==> src/rtl/pmx_pkg.sv <==
//////////////////////////////////////////////////////////////////////////////
// Purpose: constants for the peripheral pin remap mux
// Assumes: pins are numbered port*16+bit, ports A..D as 0..3
// Notes:   route tables are packed, entry 0 in the rightmost slot
//////////////////////////////////////////////////////////////////////////////
package pmx_pkg;

  localparam int PIN_W     = 6;
  localparam int PIN_COUNT = 64;
  localparam int NSIG      = 25;

  // peripheral signal slots in the flat route vector
  localparam int SIG_SER0 = 0;
  localparam int SIG_SER1 = 2;
  localparam int SIG_SER2 = 7;
  localparam int SIG_TW0  = 12;
  localparam int SIG_SS0  = 14;
  localparam int SIG_SS2  = 20;
  localparam int SIG_TRIM = 24;

  // field positions in the first remap configuration word
  localparam int CFG1_W    = 7;
  localparam int F_SER0    = 0;
  localparam int F_SER1    = 1;
  localparam int F_SER2_LO = 2;
  localparam int F_TW0     = 4;
  localparam int F_SS0     = 5;
  localparam int F_SS2     = 6;
  // second remap configuration word: trim sync select
  localparam int CFG2_W    = 2;

  localparam logic [1:0] SER2_DFLT  = 2'h0;
  localparam logic [1:0] SER2_PART  = 2'h1;
  localparam logic [1:0] SER2_FULL  = 2'h3;
  localparam logic [1:0] TRIM_DFLT  = 2'h0;
  localparam logic [1:0] TRIM_ALT   = 2'h1;

  // package strap codes
  localparam logic [1:0] PKG_36  = 2'h0;
  localparam logic [1:0] PKG_48  = 2'h1;
  localparam logic [1:0] PKG_64  = 2'h2;
  localparam logic [1:0] PKG_100 = 2'h3;

  // crystal pins
  localparam int PIN_LOW_HIGH_PIN_A  = 'h2e;
  localparam int PIN_LOW_HIGH_PIN_B = 'h2f;
  localparam int PIN_HIGH_A      = 'h30;
  localparam int PIN_HIGH_B      = 'h31;

  localparam logic [63:0] RST_PINS = 64'h0;

  // route tables: tx,rx
  localparam logic [1:0][5:0] SER0_MAP0 = {6'h0a, 6'h09};
  localparam logic [1:0][5:0] SER0_MAP1 = {6'h17, 6'h16};
  // cts,rts,tx,rx,ck
  localparam logic [4:0][5:0] SER1_MAP0 =
    {6'h04, 6'h03, 6'h02, 6'h01, 6'h00};
  localparam logic [4:0][5:0] SER1_MAP1 =
    {6'h37, 6'h36, 6'h35, 6'h34, 6'h33};
  // tx,rx,ck,cts,rts
  localparam logic [4:0][5:0] SER2_MAP0 =
    {6'h1e, 6'h1d, 6'h1c, 6'h1b, 6'h1a};
  localparam logic [4:0][5:0] SER2_MAP1 =
    {6'h1e, 6'h1d, 6'h2c, 6'h2b, 6'h2a};
  localparam logic [4:0][5:0] SER2_MAP3 =
    {6'h3c, 6'h3b, 6'h3a, 6'h39, 6'h38};
  // clock,data
  localparam logic [1:0][5:0] TW0_MAP0 = {6'h17, 6'h16};
  localparam logic [1:0][5:0] TW0_MAP1 = {6'h19, 6'h18};
  // select,clock,miso,mosi,quad2,quad3
  localparam logic [5:0][5:0] SS0_MAP0 =
    {6'h03, 6'h02, 6'h07, 6'h06, 6'h05, 6'h04};
  localparam logic [5:0][5:0] SS0_MAP1 =
    {6'h17, 6'h16, 6'h15, 6'h14, 6'h13, 6'h0f};
  // select,clock,miso,mosi
  localparam logic [3:0][5:0] SS2_MAP0 =
    {6'h15, 6'h14, 6'h13, 6'h0f};
  localparam logic [3:0][5:0] SS2_MAP1 =
    {6'h2c, 6'h2b, 6'h2a, 6'h04};
  localparam logic [5:0] TRIM_MAP0 = 6'h08;
  localparam logic [5:0] TRIM_MAP1 = 6'h3f;

endpackage

==> src/rtl/pmx_route.sv <==
//////////////////////////////////////////////////////////////////////////////
// Purpose: crossbar between peripheral signal slots and the pin space
// Assumes: each slot carries a pin number, drive value and drive enable
// Notes:   purely combinational; lowest slot wins a shared pin
//////////////////////////////////////////////////////////////////////////////
module pmx_route
  import pmx_pkg::*;
(
  input  wire logic [NSIG-1:0][PIN_W-1:0] sig_pin_in,
  input  wire logic [NSIG-1:0]            sig_drv_in,
  input  wire logic [NSIG-1:0]            sig_oe_in,
  input  wire logic [PIN_COUNT-1:0]       pin_val_in,
  output logic      [PIN_COUNT-1:0]       af_out,
  output logic      [PIN_COUNT-1:0]       af_oe_out,
  output logic      [NSIG-1:0]            sig_val_out
);

  // scan downward so the lowest slot is assigned last and wins;
  // a pin shared by two enabled peripherals is a software fault
  function automatic logic [1:0] pick(input int p);
    logic [1:0] r;
    r = 2'h0;
    for (int k = NSIG - 1; k >= 0; k--) begin
      if (sig_oe_in[k] && sig_pin_in[k] == PIN_W'(p)) begin
        r = {1'b1, sig_drv_in[k]};
      end
    end
    return r;
  endfunction

  //////////////////////////////////////////////////////////////////////////
  // pin side: output value and enable for every pin
  for (genvar p = 0; p < PIN_COUNT; p++) begin : g_pin
    assign {af_oe_out[p], af_out[p]} = pick(p);
  end

  //////////////////////////////////////////////////////////////////////////
  // peripheral side: each slot reads its routed pin
  for (genvar k = 0; k < NSIG; k++) begin : g_sig
    assign sig_val_out[k] = pin_val_in[sig_pin_in[k]];
  end

endmodule

==> src/rtl/pmx_pin_remap_mux.sv <==
//////////////////////////////////////////////////////////////////////////////
// Purpose: alternate-function pin routing and crystal pin fallback
// Assumes: pin, power and strap inputs are asynchronous; config and gpio
//          controls come from logic on CLK_IN
// Notes:   every output is registered; one cycle behind config and controls, three behind pin and power inputs
//
// Summary of operation
// - serial0 tx/rx on A9/A10 or B6/B7; serial1 on A0-A4 or D3-D7
// - serial2 code 00 B10-14, 01 C10-12 with B13/14, 11 D8-D12
// - two-wire0 clock/data on B6/B7 when clear, B8/B9 when set
// - syncser0 on A4,A5,A6,A7,A2,A3 or A15,B3,B4,B5,B6,B7
// - syncser2/audio on A15,B3,B4,B5 or A4,C10,C11,C12
// - trim sync input from A8 with code 00, D15 with code 01
// - trim select in second config word, all others in first
// - low crystal off, core powered and no battery backup: C14/C15 act as separate general-purpose pins
// - low crystal on: oscillator overrides any general-purpose use of C14/C15
// - core powered down or battery backup, low crystal off: C14/C15 forced analog
// - high crystal off: D0/D1 are general-purpose, on: oscillator pins
// - D0/D1 never feed event generation on 36/48/64-pin packages
//////////////////////////////////////////////////////////////////////////////
module pmx_pin_remap_mux
  import pmx_pkg::*;
(
  input  wire logic                 CLK_IN,
  input  wire logic                 RST_B_IN,
  input  wire logic [CFG1_W-1:0]    REMAP_CONFIG_REG_FIRST_IN,
  input  wire logic [CFG2_W-1:0]    REMAP_CONFIG_REG_SECOND_IN,
  input  wire logic                 LOW_SPEED_CRYSTAL_OSC_ON_IN,
  input  wire logic                 HIGH_SPEED_CRYSTAL_OSC_ON_IN,
  input  wire logic                 CORE_POWER_DOWN_IN,
  input  wire logic                 BACKUP_ON_BATTERY_IN,
  input  wire logic [1:0]           PACKAGE_STRAP_IN,
  input  wire logic [PIN_COUNT-1:0] GPIO_DRV_IN,
  input  wire logic [PIN_COUNT-1:0] GPIO_OE_IN,
  input  wire logic [PIN_COUNT-1:0] AF_MODE_IN,
  input  wire logic [PIN_COUNT-1:0] PIN_IN,
  input  wire logic [1:0]           SERIAL0_DRV_IN,
  input  wire logic [1:0]           SERIAL0_OE_IN,
  input  wire logic [4:0]           SERIAL1_DRV_IN,
  input  wire logic [4:0]           SERIAL1_OE_IN,
  input  wire logic [4:0]           SERIAL2_DRV_IN,
  input  wire logic [4:0]           SERIAL2_OE_IN,
  input  wire logic [1:0]           TWOWIRE0_DRV_IN,
  input  wire logic [1:0]           TWOWIRE0_OE_IN,
  input  wire logic [5:0]           SYNCSER0_DRV_IN,
  input  wire logic [5:0]           SYNCSER0_OE_IN,
  input  wire logic [3:0]           SYNCSER2_DRV_IN,
  input  wire logic [3:0]           SYNCSER2_OE_IN,
  output logic      [PIN_COUNT-1:0] PIN_OUT,
  output logic      [PIN_COUNT-1:0] PIN_OE_OUT,
  output logic      [PIN_COUNT-1:0] GPIO_VAL_OUT,
  output logic      [1:0]           LOW_OSC_ANALOG_OUT,
  output logic                      LOW_OSC_PINS_OWNED_OUT,
  output logic                      HIGH_OSC_PINS_OWNED_OUT,
  output logic                      EVENT_HIGH_PINS_OK_OUT,
  output logic      [PIN_COUNT-1:0] EVENT_SRC_OUT,
  output logic      [1:0]           SERIAL0_VAL_OUT,
  output logic      [4:0]           SERIAL1_VAL_OUT,
  output logic      [4:0]           SERIAL2_VAL_OUT,
  output logic      [1:0]           TWOWIRE0_VAL_OUT,
  output logic      [5:0]           SYNCSER0_VAL_OUT,
  output logic      [3:0]           SYNCSER2_VAL_OUT,
  output logic                      TRIM_SYNC_INPUT_OUT
);

  logic [PIN_COUNT-1:0]       pin_s1_q, pin_s2_q;
  logic [3:0]                 asy_s1_q, asy_s2_q;
  logic [1:0]                 pkg_q;
  logic [1:0]                 strap_wait_q;
  logic                       strap_done_q;
  logic [NSIG-1:0][PIN_W-1:0] sig_pin;
  logic [NSIG-1:0]            sig_drv, sig_oe, sig_val;
  logic [PIN_COUNT-1:0]       af_out, af_oe;
  logic [PIN_COUNT-1:0]       osc_mask, out_d, oe_d, gpio_d, event_d;
  logic [1:0]                 analog_d;
  logic                       low_on, high_on, low_lost, event_ok_d;
  logic                       serial0_sel, serial1_sel;
  logic                       twowire0_sel, syncser0_sel, syncser2_sel;
  logic [1:0]                 serial2_route_sel, trim_sync_route_sel;
  logic [4:0][PIN_W-1:0]      ser2_map;

  //////////////////////////////////////////////////////////////////////////
  // select fields, pulled from the two configuration words
  assign serial0_sel  = REMAP_CONFIG_REG_FIRST_IN[F_SER0];
  assign serial1_sel  = REMAP_CONFIG_REG_FIRST_IN[F_SER1];
  assign serial2_route_sel =
    REMAP_CONFIG_REG_FIRST_IN[F_SER2_LO +: 2];
  assign twowire0_sel = REMAP_CONFIG_REG_FIRST_IN[F_TW0];
  assign syncser0_sel = REMAP_CONFIG_REG_FIRST_IN[F_SS0];
  assign syncser2_sel = REMAP_CONFIG_REG_FIRST_IN[F_SS2];
  assign trim_sync_route_sel = REMAP_CONFIG_REG_SECOND_IN;

  //////////////////////////////////////////////////////////////////////////
  // serial2 table; the reserved code falls back to the plain map
  assign ser2_map =
    (serial2_route_sel == SER2_PART) ? SER2_MAP1 :
    (serial2_route_sel == SER2_FULL) ? SER2_MAP3 :
                                       SER2_MAP0;

  // pin number for every peripheral slot
  assign sig_pin[SIG_SER0 +: 2] =
    serial0_sel ? SER0_MAP1 : SER0_MAP0;
  assign sig_pin[SIG_SER1 +: 5] =
    serial1_sel ? SER1_MAP1 : SER1_MAP0;
  assign sig_pin[SIG_SER2 +: 5] = ser2_map;
  assign sig_pin[SIG_TW0 +: 2] =
    twowire0_sel ? TW0_MAP1 : TW0_MAP0;
  assign sig_pin[SIG_SS0 +: 6] =
    syncser0_sel ? SS0_MAP1 : SS0_MAP0;
  assign sig_pin[SIG_SS2 +: 4] =
    syncser2_sel ? SS2_MAP1 : SS2_MAP0;
  // codes other than 01 stay on the default pin
  assign sig_pin[SIG_TRIM] =
    (trim_sync_route_sel == TRIM_ALT) ? TRIM_MAP1 : TRIM_MAP0;

  // drive values and enables, same slot order; trim sync is input only
  assign sig_drv = {1'b0, SYNCSER2_DRV_IN, SYNCSER0_DRV_IN,
                    TWOWIRE0_DRV_IN, SERIAL2_DRV_IN, SERIAL1_DRV_IN,
                    SERIAL0_DRV_IN};
  assign sig_oe  = {1'b0, SYNCSER2_OE_IN, SYNCSER0_OE_IN,
                    TWOWIRE0_OE_IN, SERIAL2_OE_IN, SERIAL1_OE_IN,
                    SERIAL0_OE_IN};

  //////////////////////////////////////////////////////////////////////////
  // crossbar reads only the second synchroniser stage
  pmx_route u_route (
    .sig_pin_in  (sig_pin),
    .sig_drv_in  (sig_drv),
    .sig_oe_in   (sig_oe),
    .pin_val_in  (pin_s2_q),
    .af_out      (af_out),
    .af_oe_out   (af_oe),
    .sig_val_out (sig_val)
  );

  //////////////////////////////////////////////////////////////////////////
  // crystal ownership; an oscillator that is on keeps its pins even
  // in backup, since it runs from the backup supply
  assign low_on   = LOW_SPEED_CRYSTAL_OSC_ON_IN;
  assign high_on  = HIGH_SPEED_CRYSTAL_OSC_ON_IN;
  assign low_lost = (asy_s2_q[0] | asy_s2_q[1]) & ~low_on;

  // pins withdrawn from the general-purpose path
  assign osc_mask =
    ({{(PIN_COUNT-1){1'b0}}, low_on | low_lost}
       << PIN_LOW_HIGH_PIN_A) |
    ({{(PIN_COUNT-1){1'b0}}, low_on | low_lost}
       << PIN_LOW_HIGH_PIN_B) |
    ({{(PIN_COUNT-1){1'b0}}, high_on} << PIN_HIGH_A) |
    ({{(PIN_COUNT-1){1'b0}}, high_on} << PIN_HIGH_B);

  // per-pin choice between gpio and alternate function, bit by bit,
  // so C14/C15 stay independent while the crystal is off
  assign out_d  = ((AF_MODE_IN & af_out) | (~AF_MODE_IN & GPIO_DRV_IN))
                  & ~osc_mask;
  assign oe_d   = ((AF_MODE_IN & af_oe) | (~AF_MODE_IN & GPIO_OE_IN))
                  & ~osc_mask;
  assign gpio_d = pin_s2_q & ~osc_mask;
  assign analog_d = {2{low_lost}};

  // event sources: D0/D1 are bonded out only on the largest package
  assign event_ok_d = strap_done_q && (pkg_q == PKG_100);
  assign event_d = gpio_d &
    ~(({{(PIN_COUNT-1){1'b0}}, ~event_ok_d} << PIN_HIGH_A) |
      ({{(PIN_COUNT-1){1'b0}}, ~event_ok_d} << PIN_HIGH_B));

  //////////////////////////////////////////////////////////////////////////
  // two-stage synchronisers for pins, power status and strap
  always_ff @(posedge CLK_IN or negedge RST_B_IN) begin
    if (!RST_B_IN) begin
      pin_s1_q <= RST_PINS;
      pin_s2_q <= RST_PINS;
      asy_s1_q <= 4'h0;
      asy_s2_q <= 4'h0;
    end else begin
      pin_s1_q <= PIN_IN;
      pin_s2_q <= pin_s1_q;
      asy_s1_q <= {PACKAGE_STRAP_IN, BACKUP_ON_BATTERY_IN,
                   CORE_POWER_DOWN_IN};
      asy_s2_q <= asy_s1_q;
    end
  end

  // strap caught once, only after both synchroniser stages have
  // filled; earlier the second stage still holds its reset value
  always_ff @(posedge CLK_IN or negedge RST_B_IN) begin
    if (!RST_B_IN) begin
      strap_wait_q <= 2'h0;
      pkg_q        <= PKG_36;
      strap_done_q <= 1'b0;
    end else begin
      strap_wait_q <= {strap_wait_q[0], 1'b1};
      if (strap_wait_q[1] && !strap_done_q) begin
        pkg_q        <= asy_s2_q[3:2];
        strap_done_q <= 1'b1;
      end
    end
  end

  //////////////////////////////////////////////////////////////////////////
  // pin-facing output registers
  always_ff @(posedge CLK_IN or negedge RST_B_IN) begin
    if (!RST_B_IN) begin
      PIN_OUT                 <= RST_PINS;
      PIN_OE_OUT              <= RST_PINS;
      GPIO_VAL_OUT            <= RST_PINS;
      EVENT_SRC_OUT           <= RST_PINS;
      LOW_OSC_ANALOG_OUT      <= 2'h0;
      LOW_OSC_PINS_OWNED_OUT  <= 1'b0;
      HIGH_OSC_PINS_OWNED_OUT <= 1'b0;
      EVENT_HIGH_PINS_OK_OUT  <= 1'b0;
    end else begin
      PIN_OUT                 <= out_d;
      PIN_OE_OUT              <= oe_d;
      GPIO_VAL_OUT            <= gpio_d;
      EVENT_SRC_OUT           <= event_d;
      LOW_OSC_ANALOG_OUT      <= analog_d;
      LOW_OSC_PINS_OWNED_OUT  <= low_on;
      HIGH_OSC_PINS_OWNED_OUT <= high_on;
      EVENT_HIGH_PINS_OK_OUT  <= event_ok_d;
    end
  end

  // peripheral-facing input registers
  always_ff @(posedge CLK_IN or negedge RST_B_IN) begin
    if (!RST_B_IN) begin
      SERIAL0_VAL_OUT     <= 2'h0;
      SERIAL1_VAL_OUT     <= 5'h00;
      SERIAL2_VAL_OUT     <= 5'h00;
      TWOWIRE0_VAL_OUT    <= 2'h0;
      SYNCSER0_VAL_OUT    <= 6'h00;
      SYNCSER2_VAL_OUT    <= 4'h0;
      TRIM_SYNC_INPUT_OUT <= 1'b0;
    end else begin
      SERIAL0_VAL_OUT     <= sig_val[SIG_SER0 +: 2];
      SERIAL1_VAL_OUT     <= sig_val[SIG_SER1 +: 5];
      SERIAL2_VAL_OUT     <= sig_val[SIG_SER2 +: 5];
      TWOWIRE0_VAL_OUT    <= sig_val[SIG_TW0 +: 2];
      SYNCSER0_VAL_OUT    <= sig_val[SIG_SS0 +: 6];
      SYNCSER2_VAL_OUT    <= sig_val[SIG_SS2 +: 4];
      TRIM_SYNC_INPUT_OUT <= sig_val[SIG_TRIM];
    end
  end

endmodule

==> config.mk <==
export PLATFORM = sky130hd
export DESIGN_NAME = pmx_pin_remap_mux
export DESIGN_NICKNAME = d
export VERILOG_FILES = /design/src/rtl/pmx_pkg.sv /design/src/rtl/pmx_route.sv /design/src/rtl/pmx_pin_remap_mux.sv
export SDC_FILE = /design/constraint.sdc
export NUM_CORES = 1
export LEC_CHECK = 0
export ABC_CLOCK_PERIOD_IN_PS = 3240
export BUFFER_PORTS_ARGS = -buffer_cell sky130_fd_sc_hd__buf_2
export CAP_MARGIN = 10
export CORE_AREA = 2 2 236 238
export CTS_CLUSTER_DIAMETER = 40
export DETAILED_ROUTE_END_ITERATION = 8
export DIE_AREA = 0 0 238 240
export PLACE_DENSITY = 0.54
export RECOVER_POWER = 50
export SETUP_SLACK_MARGIN = 0.02
export SYNTH_ARGS = -nofsm -noshare
export SYNTH_HDL_FRONTEND = slang
export SYNTH_SLANG_ARGS = --single-unit
==> constraint.sdc <==
create_clock -name CLK_IN -period 3.24 [get_ports CLK_IN]
set_clock_uncertainty 0.2 [all_clocks]
set_input_delay 0.648 -clock CLK_IN [delete_from_list [all_inputs] [get_ports CLK_IN]]
set_output_delay 0.648 -clock CLK_IN [all_outputs]
set_load 0.03 [all_outputs]
==> results of run 1 <==
## metrics by stage
stage | setup WS, ns | total power, mW | instances
floorplan | 1.60 | 5.62 | 796
global placement | 1.07 | 6.23 | 2045
detailed placement | 1.04 | 6.24 | 2045
CTS | 1.06 | 12.7 | 2248
global route | 0.607 | 13.0 | 2248
finish | 0.838 | 12.5 | 2249
## worst register-to-register path, cell delays in order, from the launching register on
cell	delay [ns]
sky130_fd_sc_hd__dfrtp_1	0.38
sky130_fd_sc_hd__or3_1	0.45
sky130_fd_sc_hd__nor3b_1	0.25
## what timing repair did
item                                   4_1_cts  5_1_grt
gates resized for setup                      0        0
hold buffers                                97        0
endpoints found under the hold margin      192        0
## power groups by stage
stage | clock [mW] | sequential (mW) | combinational [mW]
floorplan | 0 | 5.32 | 0.304
global placement | 0 | 4.99 | 1.24
detailed placement | 0 | 5.00 | 1.24
CTS | 6.42 | 4.92 | 1.34
global route | 6.63 | 4.94 | 1.41
finish | 6.23 | 4.91 | 1.32
## cell usage in the layout (no fill, tap or decap), types with 23 or more instances in the layout
cell type | netlist | layout
sky130_fd_sc_hd__dfrtp_1 | 364 | 364
sky130_fd_sc_hd__inv_1 | 42 | 43
sky130_fd_sc_hd__o21ai_0 | 42 | 42
sky130_fd_sc_hd__buf_2 | 8 | 574
sky130_fd_sc_hd__nor2_1 | 23 | 23
sky130_fd_sc_hd__nand3_1 | 30 | 30
sky130_fd_sc_hd__mux2_2 | 28 | 28
sky130_fd_sc_hd__nor2b_1 | 66 | 66
sky130_fd_sc_hd__clkbuf_16 | 0 | 56
sky130_fd_sc_hd__dlygate4sd3_1 | 0 | 97
sky130_fd_sc_hd__clkbuf_1 | 1 | 40
## logic make-up after synthesis
family	Yosys count
muxes	31
buffers and inverters	118
other	1
AOI/OAI and AO/OA	85
and+or+nand+nor	197
DFF	364
## worst min-delay path by stage
stage / start / end / slack (ns) / cells after the start
floorplan: pin_s2_q[11] / GPIO_VAL_OUT[11] / 0.13 / 0
global placement: strap_wait_q[0] / strap_wait_q[1] / 0.13 / 0
detailed placement: pin_s2_q[11] / GPIO_VAL_OUT[11] / 0.13 / 0
CTS: AF_MODE_IN[13] / PIN_OE_OUT[13] / 0.005 / 2
global route: GPIO_OE_IN[45] / PIN_OE_OUT[45] / 0.03 / 2
finish: GPIO_DRV_IN[50] / PIN_OUT[50] / 0.07 / 2
## layout make-up
| type | instances | area [um^2] | share of cell area |
|---|---|---|---|
| multi-input combinational | 314 | 1930 | 0.106 |
| timing repair buffer | 716 | 4090 | 0.225 |
| tap | 704 | 881 | 0.0484 |
| antenna | 1 | 2.50 | 0.000138 |
| clock inverter | 42 | 520 | 0.0286 |
| clock buffer | 64 | 1490 | 0.0820 |
| sequential | 364 | 9110 | 0.501 |
| inverter | 44 | 165 | 0.00908 |
## state kept, by name, summed over array words and instances, names as in the netlist, 2 cells and up
signal	flops
PIN_OE_OUT	64
PIN_OUT	64
pin_s1_q	64
pin_s2_q	64
GPIO_VAL_OUT	63
SYNCSER0_VAL_OUT	6
SERIAL1_VAL_OUT	5
SERIAL2_VAL_OUT	5
SYNCSER2_VAL_OUT	4
asy_s1_q	4
asy_s2_q	4
EVENT_SRC_OUT	3
SERIAL0_VAL_OUT	2
TWOWIRE0_VAL_OUT	2
pkg_q	2
strap_wait_q	2
## metal layers
layer  GRT usage  wire length, um  share of wire
met1       0.140            13900           0.38
met4      0.0544             1290          0.035
met2       0.206            18100           0.50
met3      0.0369             3080          0.085
met5           0               27        0.00074
==> summary.txt, run 1 <==
Layout
  – Filler Cell Count: 5490
  – Proportion of layout cells with a drive suffix above 1: 0.463
  – Core occupancy in the finished layout: 0.333
  – Area growth from synthesis to layout: 55.0%
  – Cell area after layout: 18200 um^2
  – Nets: 1817

Clocking
  – Cell chosen for the clock root: sky130_fd_sc_hd__clkbuf_16
  – TritonCTS clock tree: done
  – Number of buffers on the longest clock path: 3
  – Clock Latency Late Sink: 0.57 ns
  – Total clock buffers created by CTS: 56
  – Post-CTS Setup Bufs: 0
  – CTS H-tree depth: 2
  – CTS clock-pin slew for the worst setup and hold paths: 0.06 ns
  – Number of clock sinks: 364

STA
  – Pins Over Slew Limit: 28
  – Minimum period implied by the final worst setup slack: 2.40 ns
  – Final cycle utilization of the critical path: 0.741
  – Min Hold Slack: 0.0733 ns
  – Measured slew at the worst slew-check pin: 1.53 ns
  – Setup repair after global routing missed its margin: no
  – Count of endpoints failing hold in the final timing report: 0
  – Setup-failing EPs final: 0
  – Tightest slew margin relative to the limit: -0.0171
  – Setup TNS: 0 ns
  – Top achievable clock speed: 0.416 GHz

Synth
  – Summed instance area of the synthesized netlist: 11700 um^2
  – Library cells used by synthesis: 32
  – Area share of the largest cell type after synthesis: 0.776
  – Most instantiated library cell after synthesis: sky130_fd_sc_hd__dfrtp_1
  – Synth Area in Adders: 0
  – Most used standard cells in the synthesized netlist: sky130_fd_sc_hd__dfrtp_1 (364), sky130_fd_sc_hd__nor2b_1 (66), sky130_fd_sc_hd__buf_4 (65)
  – Count of mapped cells out of synthesis: 796
  – Largest family of logic cells by synthesized area: simple AND/OR/NAND/NOR gates
  – Seq/Total Area, Yosys: 0.776
  – Fraction of the mapped netlist area in compound gates: 0.0403
  – Simple-Gate Fraction of Synth Area: 0.0947
  – EDFF count, synth: 0
  – Mux contribution to synthesized area: 0.0294
  – Dominant register cell in the synthesized netlist: sky130_fd_sc_hd__dfrtp_1
  – Register bit total from synthesis: 364
  – FFs w/ async S/R, synth: 1.00
  – Post-synthesis net count: 1117
  – Most area-hungry cell type in the Yosys netlist: sky130_fd_sc_hd__dfrtp_1
  – Dominant cells by area after synthesis: sky130_fd_sc_hd__dfrtp_1 (78%), sky130_fd_sc_hd__buf_4 (4.2%), sky130_fd_sc_hd__nor2b_1 (3.5%), sky130_fd_sc_hd__mux2_2 (2.7%), sky130_fd_sc_hd__o21ai_0 (1.8%)
  – Yosys warns: 0
  – Mean Syn Cell Area: 14.7 um^2
  – Area share of xor/xnor cells in the synthesized design: 0

GRT
  – Antenna violations before repair: 4
  – Pin count of the biggest net entering global routing: 87
  – Vias in the first global route: 9169
  – First-pass GRT wire length: 52.0 mm
  – GRT Resource Usage Total: 0.121
  – Grt ovf: 0

Worst setup path
  – Library cell contributing the largest single delay on the critical path: sky130_fd_sc_hd__clkbuf_1
  – Endpoint type of the worst setup path: flop
  – Worst r2r dst: PIN_OUT[46]
  – Capture point of the critical path: PIN_OUT[23]
  – Crit path kind: in -> reg
  – Arrival time at the worst endpoint: 2.68 ns
  – Maximum single-stage delay on the critical path: 1.08 ns
  – Maximum fanout along the worst path: 27
  – Critical path depth in cells: 4
  – Total buffers and inverters traversed by the critical path: 2
  – Internal reg-to-reg setup slack: 1.87 ns
  – Kind of cell with the highest combined delay on the critical path: buffers and inverters
  – Sort of element at the start of the critical path: input pin
  – Worst reg2reg path startpoint: asy_s2_q[1]
  – Setup crit start: REMAP_CONFIG_REG_FIRST_IN[5]
  – CP required: 3.51 ns
  – Number of cells on the worst reg-to-reg path: 2
  – Cell-by-cell trace of the critical path: clkbuf_1 > inv_1 > or3_1 > a41oi_1

Floorplanning
  – Cell Rows: 86
  – I/O pins: 607
  – Die area: 57100 um^2
  – Area of the core region: 54700 um^2
  – Die Span X: 238 um
  – Starting utilization of the core area: 0.215
  – Height of the die: 240 um

Min path
  – Class of the tightest hold or removal check: in -> reg

Power
  – VDD IR-drop max: 383 uV
  – Sequential fraction of design power: 0.394
  – Clock share of power: 0.500
  – Sw power: 3.25 mW
  – Total internal power: 9.21 mW
  – Switching part of the total power: 0.261
  – Logic gate share of total power: 0.106
  – Leak pwr: 9.05 nW
  – Power density of the placed cells: 685 nW/um^2

Routing
  – Post-DR wirelength/cell: 16.2 um
  – Routed via count: 8765
  – DRT Pass-1 Iters: 4
  – Number of violations reported at the end of detailed-routing iteration 0: 329
  – Average vias per placed instance: 3.90
  – Aggregate routed wire length: 36.4 mm
  – Number of nets with antenna violations after detailed routing: 0
  – Drt drc: 0

Placed design
  – Detailed placement HPWL: 27.4 mm
  – GP Congestion: 0.886
  – Post-detailed-placement cell area: 15300 um^2
  – Total of buffers placed on input and output ports: 606

Status
  – Result of the run: finished with violations
  – Violated checks: capacitance limit, slew limit

Job
  – Max capacitance violation total: 1
(Power assumes the default switching activity.)
==> inputs of run 2 (changes only) <==
Settings changed: ABC_CLOCK_PERIOD_IN_PS 3240 to 2510.
Clock period 3.24 ns to 2.51 ns, I/O delays scaled along.
==> run 2 against run 1 <==
Effect of this change:
- first-iteration DRC count is 23% lower
- register-to-register slack worse by 1.2 ns
- design area is 10% higher
- clock power is 29% higher
- die area stayed put
- power is 31% higher
- highest routed layer unchanged
- largest cell class unchanged
- critical path type unchanged
- non-clock buffer count is 188 higher
- combinational power is 48% higher
- the run now ends clean
- clock-buffer cell count is 5 higher
==> summary.txt, run 2 (same netlist as run 1, synthesis figures left out) <==
Worst setup path
  – Endpoint type of the worst setup path: flop
  – Setup crit start: REMAP_CONFIG_REG_FIRST_IN[1]
  – Total buffers and inverters traversed by the critical path: 3
  – CP required: 2.76 ns
  – Internal reg-to-reg setup slack: 0.63 ns
  – Most common cell on crit path: sky130_fd_sc_hd__clkbuf_1
  – Arrival time at the worst endpoint: 2.39 ns
  – Kind of cell with the highest combined delay on the critical path: buffers and inverters
  – Worst reg2reg path startpoint: asy_s2_q[1]
  – Crit path kind: in -> reg
  – Maximum fanout along the worst path: 15
  – Maximum single-stage delay on the critical path: 0.72 ns
  – Cell-by-cell trace of the critical path: clkbuf_1 > clkbuf_1 > nand4b_1 > o21ai_0 > dlygate4sd3_1
  – Sort of element at the start of the critical path: input pin
  – Library cell contributing the largest single delay on the critical path: sky130_fd_sc_hd__clkbuf_1

Routing
  – Number of violations reported at the end of detailed-routing iteration 0: 253
  – Routed via count: 9476
  – Post-DR wirelength/cell: 16.0 um
  – Number of nets with antenna violations after detailed routing: 0
  – Average vias per placed instance: 3.88
  – DRT Pass-1 Iters: 4
  – Drt drc: 0
  – Aggregate routed wire length: 39.1 mm

Clocking
  – CTS clock-pin slew for the worst setup and hold paths: 0.05 ns
  – TritonCTS clock tree: done
  – Cell chosen for the clock root: sky130_fd_sc_hd__clkbuf_16
  – Number of buffers on the longest clock path: 3
  – Total clock buffers created by CTS: 58
  – Number of gates resized after cts: 0
  – CTS H-tree depth: 2
  – Post-CTS Setup Bufs: 0
  – Number of clock sinks: 364
  – CTS Hold Buffers Added: 279
  – Clock Latency Late Sink: 0.57 ns

Placed design
  – Detailed placement HPWL: 28.0 mm
  – GP Congestion: 0.896
  – Total of buffers placed on input and output ports: 606

GRT
  – Antenna violations before repair: 3
  – GR Util met2: 0.227
  – Most utilized layer in the global route result: met2
  – Met3 Usage GRT: 0.0379
  – Pin count of the biggest net entering global routing: 85
  – Met1 usage in global routing: 0.144
  – Grt ovf: 0
  – First-pass GRT wire length: 56.1 mm
  – GRT Resource Usage Total: 0.129
  – Vias in the first global route: 10100

STA
  – Top achievable clock speed: 0.468 GHz
  – Measured slew at the worst slew-check pin: 1.02 ns
  – Min Hold Slack: 0.0449 ns
  – Setup repair after global routing missed its margin: no
  – Setup TNS: 0 ns
  – Final cycle utilization of the critical path: 0.851
  – Minimum period implied by the final worst setup slack: 2.14 ns
  – Setup-failing EPs final: 0
  – Tightest slew margin relative to the limit: 0.322
  – Pins Over Slew Limit: 0
  – Count of endpoints failing hold in the final timing report: 0

Status
  – Result of the run: finished, final reports clean

Power
  – Sw power: 4.35 mW
  – Clock share of power: 0.492
  – Leak pwr: 9.95 nW
  – Total internal power: 12.0 mW
  – Sequential fraction of design power: 0.388
  – VDD IR-drop max: 533 uV
  – Power density of the placed cells: 815 nW/um^2
  – Switching part of the total power: 0.266
  – Logic gate share of total power: 0.120

Min path
  – Critical hold path startpoint: TWOWIRE0_DRV_IN[1]
  – Class of the tightest hold or removal check: in -> reg

Job
  – Max capacitance violation total: 0

Floorplanning
  – Cell Rows: 86
  – Area of the core region: 54700 um^2
  – Die Span X: 238 um
  – Height of the die: 240 um
  – I/O pins: 607
  – Die area: 57100 um^2
  – Starting utilization of the core area: 0.215

Layout
  – Commonest non-fill, non-tap cells in the layout: sky130_fd_sc_hd__buf_2 (584), sky130_fd_sc_hd__dfrtp_1 (364), sky130_fd_sc_hd__dlygate4sd3_1 (279), sky130_fd_sc_hd__nor2b_1 (66), sky130_fd_sc_hd__clkbuf_16 (58)
  – Proportion of layout cells with a drive suffix above 1: 0.422
  – Nets: 2007
  – Most common library cell in the layout ignoring fill and taps: sky130_fd_sc_hd__buf_2
  – Area growth from synthesis to layout: 70.9%
[run 2: cell count changes in the layout (fill, tap and decap cells not counted), sizes merged]
cell	change
buf	+11
bufinv	-3
clkinv	+3
diode	+1
dlygate4sd3	+182
inv	-1
[run 2: worst register-to-register path, stage by stage (launching register included)]
cell	delay, ns
sky130_fd_sc_hd__dfrtp_1	0.38
sky130_fd_sc_hd__or3_1	0.44
sky130_fd_sc_hd__nor3b_1	0.22
sky130_fd_sc_hd__dlygate4sd3_1	0.57
[run 2: metrics by stage]
| stage | cells | power (mW) | setup slack (ns) | area [um^2] | util |
|---|---|---|---|---|---|
| 3_3_place_gp | 2051 | 8.05 | 0.535 | 15300 | 0.280 |
| 4_1_cts | 2440 | 16.6 | 0.474 | 20100 | 0.369 |
| 2_1_floorplan | 796 | 7.25 | 1.02 | 11700 | - |
| 5_1_grt | 2440 | 17.0 | 0.259 | 20100 | 0.367 |
| 3_5_place_dp | 2051 | 8.06 | 0.514 | 15300 | 0.280 |
| 6_report | 2442 | 16.3 | 0.373 | 20100 | 0.367 |
[run 2: path summary, 6_finish.rpt]
kind                                  end  depth (start not counted)
min in group asynchronous     PIN_OUT[49]                          2
max in group asynchronous     PIN_OUT[28]                          4
setup / recovery               PIN_OUT[0]                          5
setup reg to reg           PIN_OE_OUT[46]                          3
hold / removal                PIN_OUT[23]                          3
hold reg to reg               pin_s2_q[5]                          0
[run 2: power groups by stage]
stage | logic, mW | registers [mW] | clock network, mW
final | 1.96 | 6.35 | 8.04
after global routing | 2.09 | 6.37 | 8.55
after floorplan | 0.392 | 6.86 | 0
after CTS | 1.98 | 6.35 | 8.28
after detailed placement | 1.61 | 6.45 | 0
after global placement | 1.61 | 6.44 | 0
[run 2: area by class of cell]
type                            count  area [um^2]
Inverter                           44          165
Multi-Input combinational cell    314         1930
Clock inverter                     41          469
Fill cell                        5332        34600
Sequential cell                   364         9110
Timing Repair Buffer              904         5940
Clock buffer                       69         1560
Antenna cell                        2         5.00
Tap cell                          704          881
[run 2: layer usage]
layer  part of all wire  wire length [um]
met1               0.38             14900
met2               0.51             19900
met3              0.074              2880
met4              0.037              1430
met5            0.00069                27
